## src/pkg/ics_pkg.sv

```systemverilog
// constants and types for the interconnect connection service
package ics_pkg;

  // ==========================================================================
  // table and queue geometry
  localparam int unsigned NUM_LOCAL   = 2;   // local interconnect ports
  localparam int unsigned NUM_REMOTE  = 4;   // remote interconnect ports
  localparam int unsigned NUM_CONN    = 4;   // connection table entries
  localparam int unsigned NUM_REQ     = 4;   // upper-layer requesters
  localparam int unsigned MAX_CHARS   = 4;   // characters per send
  localparam int unsigned QUEUE_DEPTH = 16;  // transmit queue characters

  localparam int unsigned LPORT_W = 2;
  localparam int unsigned RPORT_W = 3;
  localparam int unsigned CONN_W  = 2;
  localparam int unsigned REQ_W   = 2;
  localparam int unsigned CNT_W   = 3;
  localparam int unsigned CHAR_W  = 8;
  localparam int unsigned QPTR_W  = 4;
  localparam int unsigned QCNT_W  = 5;

  // bit set means that local port is the network variant, clear means serial
  localparam logic [NUM_LOCAL-1:0] NETWORK_VARIANT_MASK = 2'h2;

  // ==========================================================================
  // values after reset
  localparam logic [2:0]        SENSE_SYNC_RST = 3'h0;
  localparam logic [QPTR_W-1:0] QPTR_RST       = 4'h0;
  localparam logic [QCNT_W-1:0] QCNT_RST       = 5'h00;

  // ==========================================================================
  // request operations
  typedef enum logic [1:0] {
    ICS_OP_CONNECT = 2'h0,
    ICS_OP_LISTEN  = 2'h1,
    ICS_OP_SEND    = 2'h2,
    ICS_OP_NONE    = 2'h3
  } ics_op_t;

  // response codes
  typedef enum logic [3:0] {
    ICS_RSP_GOOD           = 4'h0,
    ICS_RSP_INVALID_LOCAL  = 4'h1,
    ICS_RSP_LOCAL_IN_USE   = 4'h2,
    ICS_RSP_INVALID_REMOTE = 4'h3,
    ICS_RSP_CONN_REFUSED   = 4'h4,
    ICS_RSP_NO_PHYSICAL    = 4'h5,
    ICS_RSP_INVALID_CONN   = 4'h6,
    ICS_RSP_INVALID_BUFFER = 4'h7,
    ICS_RSP_OUT_OF_RES     = 4'h8
  } ics_rsp_t;

  // connection table entry state
  typedef enum logic [1:0] {
    ICS_ENT_FREE      = 2'h0,
    ICS_ENT_LISTENING = 2'h1,
    ICS_ENT_CONNECTED = 2'h2
  } ics_ent_t;

endpackage

```

## src/verilog/ics_conn_service.sv

```systemverilog
// connection management and transmit queue of an interconnect port
`timescale 1ns/1ps

module ics_conn_service (
  // clock and reset
  input  wire logic                                   i_clk,
  input  wire logic                                   i_rst_n,
  // presence sense pin
  input  wire logic                                   i_sense,
  // request from the upper link layer
  input  wire logic                                   i_req_valid,
  input  wire logic [1:0]                             i_req_op,
  input  wire logic [ics_pkg::REQ_W-1:0]              i_req_requester,
  input  wire logic [ics_pkg::LPORT_W-1:0]            i_req_local_port,
  input  wire logic [ics_pkg::RPORT_W-1:0]            i_req_remote_port,
  input  wire logic [ics_pkg::CONN_W-1:0]             i_req_conn,
  input  wire logic                                   i_req_buf_valid,
  input  wire logic [ics_pkg::CNT_W-1:0]              i_req_count,
  input  wire logic [ics_pkg::MAX_CHARS*ics_pkg::CHAR_W-1:0] i_req_data,
  // response to the upper link layer
  output logic                                        o_rsp_valid,
  output logic [3:0]                                  o_rsp_code,
  output logic [ics_pkg::CONN_W-1:0]                  o_rsp_conn,
  // connected indication
  output logic                                        o_connected,
  output logic [ics_pkg::CONN_W-1:0]                  o_connected_conn,
  // remote side of the network port
  input  wire logic [ics_pkg::NUM_REMOTE-1:0]         i_remote_listen,
  input  wire logic                                   i_remote_conn_valid,
  input  wire logic [ics_pkg::LPORT_W-1:0]            i_remote_conn_port,
  // character stream toward the link
  output logic                                        o_tx_valid,
  output logic [ics_pkg::CHAR_W-1:0]                  o_tx_data,
  output logic [ics_pkg::CONN_W-1:0]                  o_tx_conn,
  input  wire logic                                   i_tx_ready
);

  // ==========================================================================
  // sense synchroniser
  logic [2:0] sense_sync_reg;
  logic       sense_reg;

  // three stages; the filtered level moves only when the last two agree
  always_ff @(posedge i_clk) begin
    if (!i_rst_n) begin
      sense_sync_reg <= ics_pkg::SENSE_SYNC_RST;
    end else begin
      sense_sync_reg <= {sense_sync_reg[1:0], i_sense};
    end
  end

  // filtered sense, low after reset so no connect passes before it settles
  always_ff @(posedge i_clk) begin
    if (!i_rst_n) begin
      sense_reg <= 1'b0;
    end else if (sense_sync_reg[1] == sense_sync_reg[2]) begin
      sense_reg <= sense_sync_reg[2];
    end
  end

  // ==========================================================================
  // connection table
  ics_pkg::ics_ent_t               ent_state_reg [ics_pkg::NUM_CONN];
  logic [ics_pkg::REQ_W-1:0]       ent_req_reg   [ics_pkg::NUM_CONN];
  logic [ics_pkg::LPORT_W-1:0]     ent_port_reg  [ics_pkg::NUM_CONN];

  logic                            free_found;
  logic [ics_pkg::CONN_W-1:0]      free_idx;
  logic                            req_busy;
  logic                            port_busy;
  logic                            lis_found;
  logic [ics_pkg::CONN_W-1:0]      lis_idx;

  // scans of the table for the decision below
  always_comb begin
    free_found = 1'b0;
    free_idx   = '0;
    req_busy   = 1'b0;
    port_busy  = 1'b0;
    lis_found  = 1'b0;
    lis_idx    = '0;
    for (int i = ics_pkg::NUM_CONN - 1; i >= 0; i--) begin
      if (ent_state_reg[i] == ics_pkg::ICS_ENT_FREE) begin
        free_found = 1'b1;
        free_idx   = i[ics_pkg::CONN_W-1:0];
      end else begin
        if (ent_req_reg[i] == i_req_requester) begin
          req_busy = 1'b1;
        end
        if (ent_port_reg[i] == i_req_local_port) begin
          port_busy = 1'b1;
        end
      end
      if (ent_state_reg[i] == ics_pkg::ICS_ENT_LISTENING &&
          ent_port_reg[i] == i_remote_conn_port) begin
        lis_found = 1'b1;
        lis_idx   = i[ics_pkg::CONN_W-1:0];
      end
    end
  end

  // ==========================================================================
  // request decode
  logic                            lport_ok;
  logic                            is_network;
  logic                            rport_ok;
  logic                            rport_listens;
  logic                            is_connect;
  logic                            is_listen;
  logic                            is_send;
  logic                            conn_ok;
  logic                            buf_ok;
  logic [ics_pkg::QCNT_W-1:0]      q_free;
  logic [ics_pkg::QCNT_W-1:0]      req_count_w;

  assign is_connect = i_req_valid && (i_req_op == ics_pkg::ICS_OP_CONNECT);
  assign is_listen  = i_req_valid && (i_req_op == ics_pkg::ICS_OP_LISTEN);
  assign is_send    = i_req_valid && (i_req_op == ics_pkg::ICS_OP_SEND);

  // local port validity and variant
  assign lport_ok   = ({1'b0, i_req_local_port} <
                       (ics_pkg::LPORT_W+1)'(ics_pkg::NUM_LOCAL));
  assign is_network = lport_ok &&
                      ics_pkg::NETWORK_VARIANT_MASK[i_req_local_port[0]];

  // remote checks matter only on the network variant
  assign rport_ok      = ({1'b0, i_req_remote_port} <
                          (ics_pkg::RPORT_W+1)'(ics_pkg::NUM_REMOTE));
  assign rport_listens = rport_ok &&
                         i_remote_listen[i_req_remote_port[1:0]];

  // send checks
  assign conn_ok = (ent_state_reg[i_req_conn] ==
                    ics_pkg::ICS_ENT_CONNECTED);
  assign buf_ok  = i_req_buf_valid && (i_req_count != '0) &&
                   (i_req_count <= ics_pkg::CNT_W'(ics_pkg::MAX_CHARS));
  assign req_count_w = {2'h0, i_req_count};

  // ==========================================================================
  // response selection
  ics_pkg::ics_rsp_t               rsp_next;
  logic                            alloc_connect;
  logic                            alloc_listen;
  logic                            push;

  // checks in priority order; only a good result changes any state
  always_comb begin
    rsp_next      = ics_pkg::ICS_RSP_GOOD;
    alloc_connect = 1'b0;
    alloc_listen  = 1'b0;
    push          = 1'b0;
    if (is_connect || is_listen) begin
      if (!lport_ok) begin
        rsp_next = ics_pkg::ICS_RSP_INVALID_LOCAL;
      end else if (!sense_reg) begin
        rsp_next = ics_pkg::ICS_RSP_NO_PHYSICAL;
      end else if (req_busy) begin
        rsp_next = ics_pkg::ICS_RSP_LOCAL_IN_USE;
      end else if (!is_network && port_busy) begin
        rsp_next = ics_pkg::ICS_RSP_LOCAL_IN_USE;
      end else if (is_connect && is_network && !rport_ok) begin
        rsp_next = ics_pkg::ICS_RSP_INVALID_REMOTE;
      end else if (is_connect && is_network && !rport_listens) begin
        rsp_next = ics_pkg::ICS_RSP_CONN_REFUSED;
      end else if (!free_found) begin
        rsp_next = ics_pkg::ICS_RSP_LOCAL_IN_USE;
      end else begin
        // serial: remote argument never looked at above
        alloc_connect = is_connect || !is_network;
        alloc_listen  = is_listen && is_network;
      end
    end else if (is_send) begin
      if (!conn_ok) begin
        rsp_next = ics_pkg::ICS_RSP_INVALID_CONN;
      end else if (!buf_ok) begin
        rsp_next = ics_pkg::ICS_RSP_INVALID_BUFFER;
      end else if (q_free < req_count_w) begin
        rsp_next = ics_pkg::ICS_RSP_OUT_OF_RES;
      end else begin
        push = 1'b1;
      end
    end
  end

  // table update; a remote arrival and a new entry never hit the same slot
  always_ff @(posedge i_clk) begin
    if (!i_rst_n) begin
      for (int i = 0; i < ics_pkg::NUM_CONN; i++) begin
        ent_state_reg[i] <= ics_pkg::ICS_ENT_FREE;
        ent_req_reg[i]   <= '0;
        ent_port_reg[i]  <= '0;
      end
    end else begin
      if (alloc_connect || alloc_listen) begin
        ent_state_reg[free_idx] <= alloc_connect ?
                                   ics_pkg::ICS_ENT_CONNECTED :
                                   ics_pkg::ICS_ENT_LISTENING;
        ent_req_reg[free_idx]   <= i_req_requester;
        ent_port_reg[free_idx]  <= i_req_local_port;
      end
      if (i_remote_conn_valid && lis_found) begin
        ent_state_reg[lis_idx] <= ics_pkg::ICS_ENT_CONNECTED;
      end
    end
  end

  // response strobe, one cycle after the request
  always_ff @(posedge i_clk) begin
    if (!i_rst_n) begin
      o_rsp_valid <= 1'b0;
      o_rsp_code  <= ics_pkg::ICS_RSP_GOOD;
      o_rsp_conn  <= '0;
    end else begin
      o_rsp_valid <= is_connect || is_listen || is_send;
      o_rsp_code  <= rsp_next;
      o_rsp_conn  <= is_send ? i_req_conn : free_idx;
    end
  end

  // connected indication; local establish wins over a remote arrival
  always_ff @(posedge i_clk) begin
    if (!i_rst_n) begin
      o_connected      <= 1'b0;
      o_connected_conn <= '0;
    end else if (alloc_connect) begin
      o_connected      <= 1'b1;
      o_connected_conn <= free_idx;
    end else begin
      o_connected      <= i_remote_conn_valid && lis_found;
      o_connected_conn <= lis_idx;
    end
  end

  // ==========================================================================
  // transmit queue
  logic [ics_pkg::CHAR_W-1:0]      q_char_reg [ics_pkg::QUEUE_DEPTH];
  logic [ics_pkg::CONN_W-1:0]      q_conn_reg [ics_pkg::QUEUE_DEPTH];
  logic [ics_pkg::QPTR_W-1:0]      q_wr_reg;
  logic [ics_pkg::QPTR_W-1:0]      q_rd_reg;
  logic [ics_pkg::QCNT_W-1:0]      q_cnt_reg;
  logic                            pop;
  logic [ics_pkg::QCNT_W-1:0]      push_n;

  // free room counts the whole queue, so a partial send is never taken
  assign q_free = ics_pkg::QCNT_W'(ics_pkg::QUEUE_DEPTH) - q_cnt_reg;
  assign push_n = push ? req_count_w : ics_pkg::QCNT_RST;
  assign pop    = o_tx_valid && i_tx_ready;

  // capture lanes in order behind everything already queued
  always_ff @(posedge i_clk) begin
    if (push) begin
      for (int i = 0; i < ics_pkg::MAX_CHARS; i++) begin
        if (i[ics_pkg::CNT_W-1:0] < i_req_count) begin
          q_char_reg[q_wr_reg + i[ics_pkg::QPTR_W-1:0]] <=
            i_req_data[i*ics_pkg::CHAR_W +: ics_pkg::CHAR_W];
          q_conn_reg[q_wr_reg + i[ics_pkg::QPTR_W-1:0]] <= i_req_conn;
        end
      end
    end
  end

  // pointers and fill level; strict fifo keeps sends in order
  always_ff @(posedge i_clk) begin
    if (!i_rst_n) begin
      q_wr_reg  <= ics_pkg::QPTR_RST;
      q_rd_reg  <= ics_pkg::QPTR_RST;
      q_cnt_reg <= ics_pkg::QCNT_RST;
    end else begin
      q_wr_reg  <= q_wr_reg + push_n[ics_pkg::QPTR_W-1:0];
      q_rd_reg  <= q_rd_reg + {3'h0, pop};
      q_cnt_reg <= q_cnt_reg + push_n - {4'h0, pop};
    end
  end

  // characters are offered from the cycle of the response strobe and leave at the link pace
  assign o_tx_valid = (q_cnt_reg != ics_pkg::QCNT_RST);
  assign o_tx_data  = q_char_reg[q_rd_reg];
  assign o_tx_conn  = q_conn_reg[q_rd_reg];

endmodule
```

## config.mk

```make
export PLATFORM = sky130hd
export DESIGN_NAME = ics_conn_service
export DESIGN_NICKNAME = d
export VERILOG_FILES = /design/src/pkg/ics_pkg.sv /design/src/verilog/ics_conn_service.sv
export SDC_FILE = /design/constraint.sdc
export NUM_CORES = 1
export LEC_CHECK = 0
export ABC_AREA = 0
export BUFFER_PORTS_ARGS = -buffer_cell sky130_fd_sc_hd__buf_4
export CAP_MARGIN = 15
export CORE_MARGIN = 4
export CORE_UTILIZATION = 55
export CTS_BUF_LIST = sky130_fd_sc_hd__clkbuf_4
export DETAILED_ROUTE_END_ITERATION = 8
export MAX_ROUTING_LAYER = met4
export PLACE_DENSITY = 0.73
export SYNTH_ARGS = -nofsm -noshare
export SYNTH_HDL_FRONTEND = slang
export SYNTH_SLANG_ARGS = --single-unit
```

## constraint.sdc

```tcl
create_clock -name i_clk -period 11.6 [get_ports i_clk]
set_input_delay 1.16 -clock i_clk [delete_from_list [all_inputs] [get_ports i_clk]]
set_output_delay 1.16 -clock i_clk [all_outputs]
set_load 0.05 [all_outputs]
```

==> flow_metrics.py <==
metrics = {
    "global_routing": {
        "grt_first_pass_wirelength_um": 71500,
        "grt_pass1_vias": 11600,
        "grtUsageTotal_pct": 36.2,
        "grt_max_degree": 89,
        "grt_overflow": 0,
        "antenna_found_initial": 6,
    },
    "clocking": {
        "tritoncts": "built",
        "cts_sinks": 211,
        "cts-root-buf": "clkbuf_4",
        "path_clk_slew_ns": 0.07,
        "postCtsSetupBuffers": 0,
        "hold_buffers": 0,
        "clk-insertion-delay-late_ns": 0.70,
        "numCtsBuffers": 52,
        "htree_levels": 2,
        "clk_path_buf_depth": 3,
        "cts_resized": 0,
    },
    "power": {
        "p_sw_uw": 657,
        "combPwrFrac_pct": 28.6,
        "cell_internal_pwr_mw": 1.37,
        "vdd_ir_drop_max_uv": 79.5,
        "powerDensity_nw_per_um2": 136,
        "p_seq_share_pct": 41.8,
        "power.share.switching_pct": 32.4,
        "leakagePower_nw": 5.42,
        "total_power_mw": 2.03,
        "power_frac_clock_pct": 29.6,
    },
    "timing": {
        "period_minus_slack_ns": 4.27,
        "finalSetupViolations": 0,
        "tightest_slew_ns": 1.17,
        "finalHoldViolCount": 0,
        "worst_slack_ns": 7.33,
        "relSlewSlack_pct": 21.2,
        "rsz0062_at_grt": "false",
        "drv_slew": 0,
        "holdWs_ns": 0.453,
        "finalSetupTns_ns": 0,
        "fmax_ghz": 0.234,
        "clock_skew_ns": 0.0644,
        "fin_crit_sh_pct": 36.8,
    },
    "synth": {
        "synth_cell_types": 63,
        "synth_top_area_share_pct": 39.0,
        "yosys.area.top_type": "edfxtp_1",
        "yosys-top-cells-count": "edfxtp_1, o22ai_1, clkbuf_1",
        "synth_most_common_cell": "edfxtp_1",
        "avgSynthCellArea_um2": 10.4,
        "ys_ff_latch": 211,
        "async_flop_share_pct": 0,
        "synthesis.area_um2": 13500,
        "netlist_instances": 1307,
        "synth_flop_cell": "edfxtp_1",
        "ys_seq_area_share_pct": 44.2,
        "yosys_warnings": 0,
        "synth_area_leaders": "edfxtp_1, mux4_2, o22ai_1",
        "synth_edf_count": 176,
    },
    "layout": {
        "instances_no_fill": 1694,
        "area_growth_pct": 9.95,
        "layout-drive-gt1-share_pct": 19.4,
        "fin_util_pct": 61.4,
        "fin_nets": 1406,
        "final_cell_area_um2": 14900,
        "largest_reg_flops": 128,
    },
    "flow_run": {
        "drv_cap": 0,
    },
    "die": {
        "dieArea_um2": 27200,
        "fp-row-count": 57,
        "die_h_um": 165,
        "coreArea_um2": 24200,
        "die_x_um": 165,
        "io_pins": 80,
        "start_util_pct": 55.8,
    },
    "placement": {
        "place_area_um2": 14200,
        "gp_congestion": 1.09,
        "port_buffers": 79,
        "hpwlAfterDp_um": 32600,
        "placed_cells_incl_taps": 1596,
        "dp_slack_ns": 6.95,
    },
    "setup_path": {
        "endpoint_kind": "primary output",
        "critPathRequiredTime_ns": 10.44,
        "worst-r2r-cell-count": 7,
        "startpoint_type": "register",
        "crit_type": "register to primary output",
        "worst_ep_arrival_time_ns": 3.11,
        "critPathMaxFanout": 39,
    },
    "route": {
        "wirelength_um": 48200,
        "vias": 12300,
        "wl_per_cell_um": 28.5,
        "dr.pass1.iters": 7,
        "drcViolationCount": 0,
        "drtIter0Drc": 1913,
        "via_per_inst": 7.28,
        "drtAntennaViolNets": 0,
    },
    "worst_hold_path": {
        "min_path_type": "register to register",
        "holdPathStages": 1,
    },
    "status": {
        "outcome": "completed",
    },
}
==> routing by layer <==
metal  up-vias  GRT usage [%]  part of all wire [%]  wire (um)
met3       228           12.2                    14       6940
li1       5273              -                     -          -
met4         0           14.2                   5.1       2440
met2      1021           52.0                    43      20900
met1      5809           47.6                    37      17900
met5         -              -                     0          0
==> logic make-up (layout without fill, tap and decap cells) <==
kind of cell / count (synthesis) / in the layout / synth area share [%]
AO/OA/AOI/OAI: 546 / 546 / 27.3
AND/OR/NAND/NOR: 264 / 264 / 10.4
flip-flops: 211 / 211 / 44.2
buffers and inverters: 173 / 228 / 4.90
multiplexers: 52 / 52 / 8.65
XOR/XNOR: 40 / 40 / 2.59
adder cells (fa/ha/maj): 20 / 20 / 1.96
other: 1 / 9 / 0.0277
==> power groups by stage <==
stage | logic [mW] | registers, mW | clock network, mW
floorplan | 0.395 | 0.860 | 0
global placement | 0.560 | 0.863 | 0
detailed placement | 0.572 | 0.863 | 0
CTS | 0.573 | 0.847 | 0.610
global route | 0.616 | 0.848 | 0.658
finish | 0.580 | 0.847 | 0.601
==> worst paths after layout <==
kind,start,slack [ns],endpoint
min,sense_sync_reg[0],0.45,sense_sync_reg[1]
max,q_rd_reg[0],7.33,o_tx_data[5]
max reg2reg,q_wr_reg[2],7.49,q_char_reg[15][4]
min reg2reg,sense_sync_reg[0],0.45,sense_sync_reg[1]
==> final cells by class <==
type / count / area, um^2
Multi-Input combinational cell: 926 / 6940
Tap cell: 324 / 405
Inverter: 34 / 128
Timing Repair Buffer: 102 / 766
Antenna cell: 5 / 12.5
Clock buffer: 77 / 578
Fill cell: 2044 / 9360
Clock inverter: 15 / 67.6
Sequential cell: 211 / 5990
==> critical path: stages (launching register included) <==
cell and delay, ns:
dfxtp_2 0.35, buf_4 0.63, mux4_2 0.68, mux4_2 0.51
buf_4 0.21
==> cells in the final DEF (no fill, tap or decap), types with 3 or more instances in the layout <==
cell type	netlist	final
edfxtp_1	176	176
o22ai_1	123	123
buf_4	1	101
a21o_1	93	93
clkbuf_4	0	78
nand2_1	74	74
a21oi_1	73	72
o21ai_0	54	54
mux4_2	52	52
a22o_1	48	48
a211oi_1	43	43
a31oi_1	43	43
nand3_1	36	36
dfxtp_1	35	33
inv_1	32	32
nor2_1	31	30
xor2_1	24	24
o22a_1	24	24
nor3_1	19	19
ha_1	18	18
xnor2_1	16	16
and3_1	16	16
and2_1	14	14
nand4_1	14	14
nor2b_1	12	12
clkinv_1	2	12
nor4_2	7	11
o21bai_1	10	10
nand2b_1	9	9
o221ai_1	8	8
diode_2	0	5
o31ai_1	5	5
a22oi_1	5	5
or2_2	4	4
nand4b_1	4	4
conb_1	1	4
or4_1	3	3
nor4_1	7	3
clkinv_2	0	3
Power figures use the tool's default switching activity.
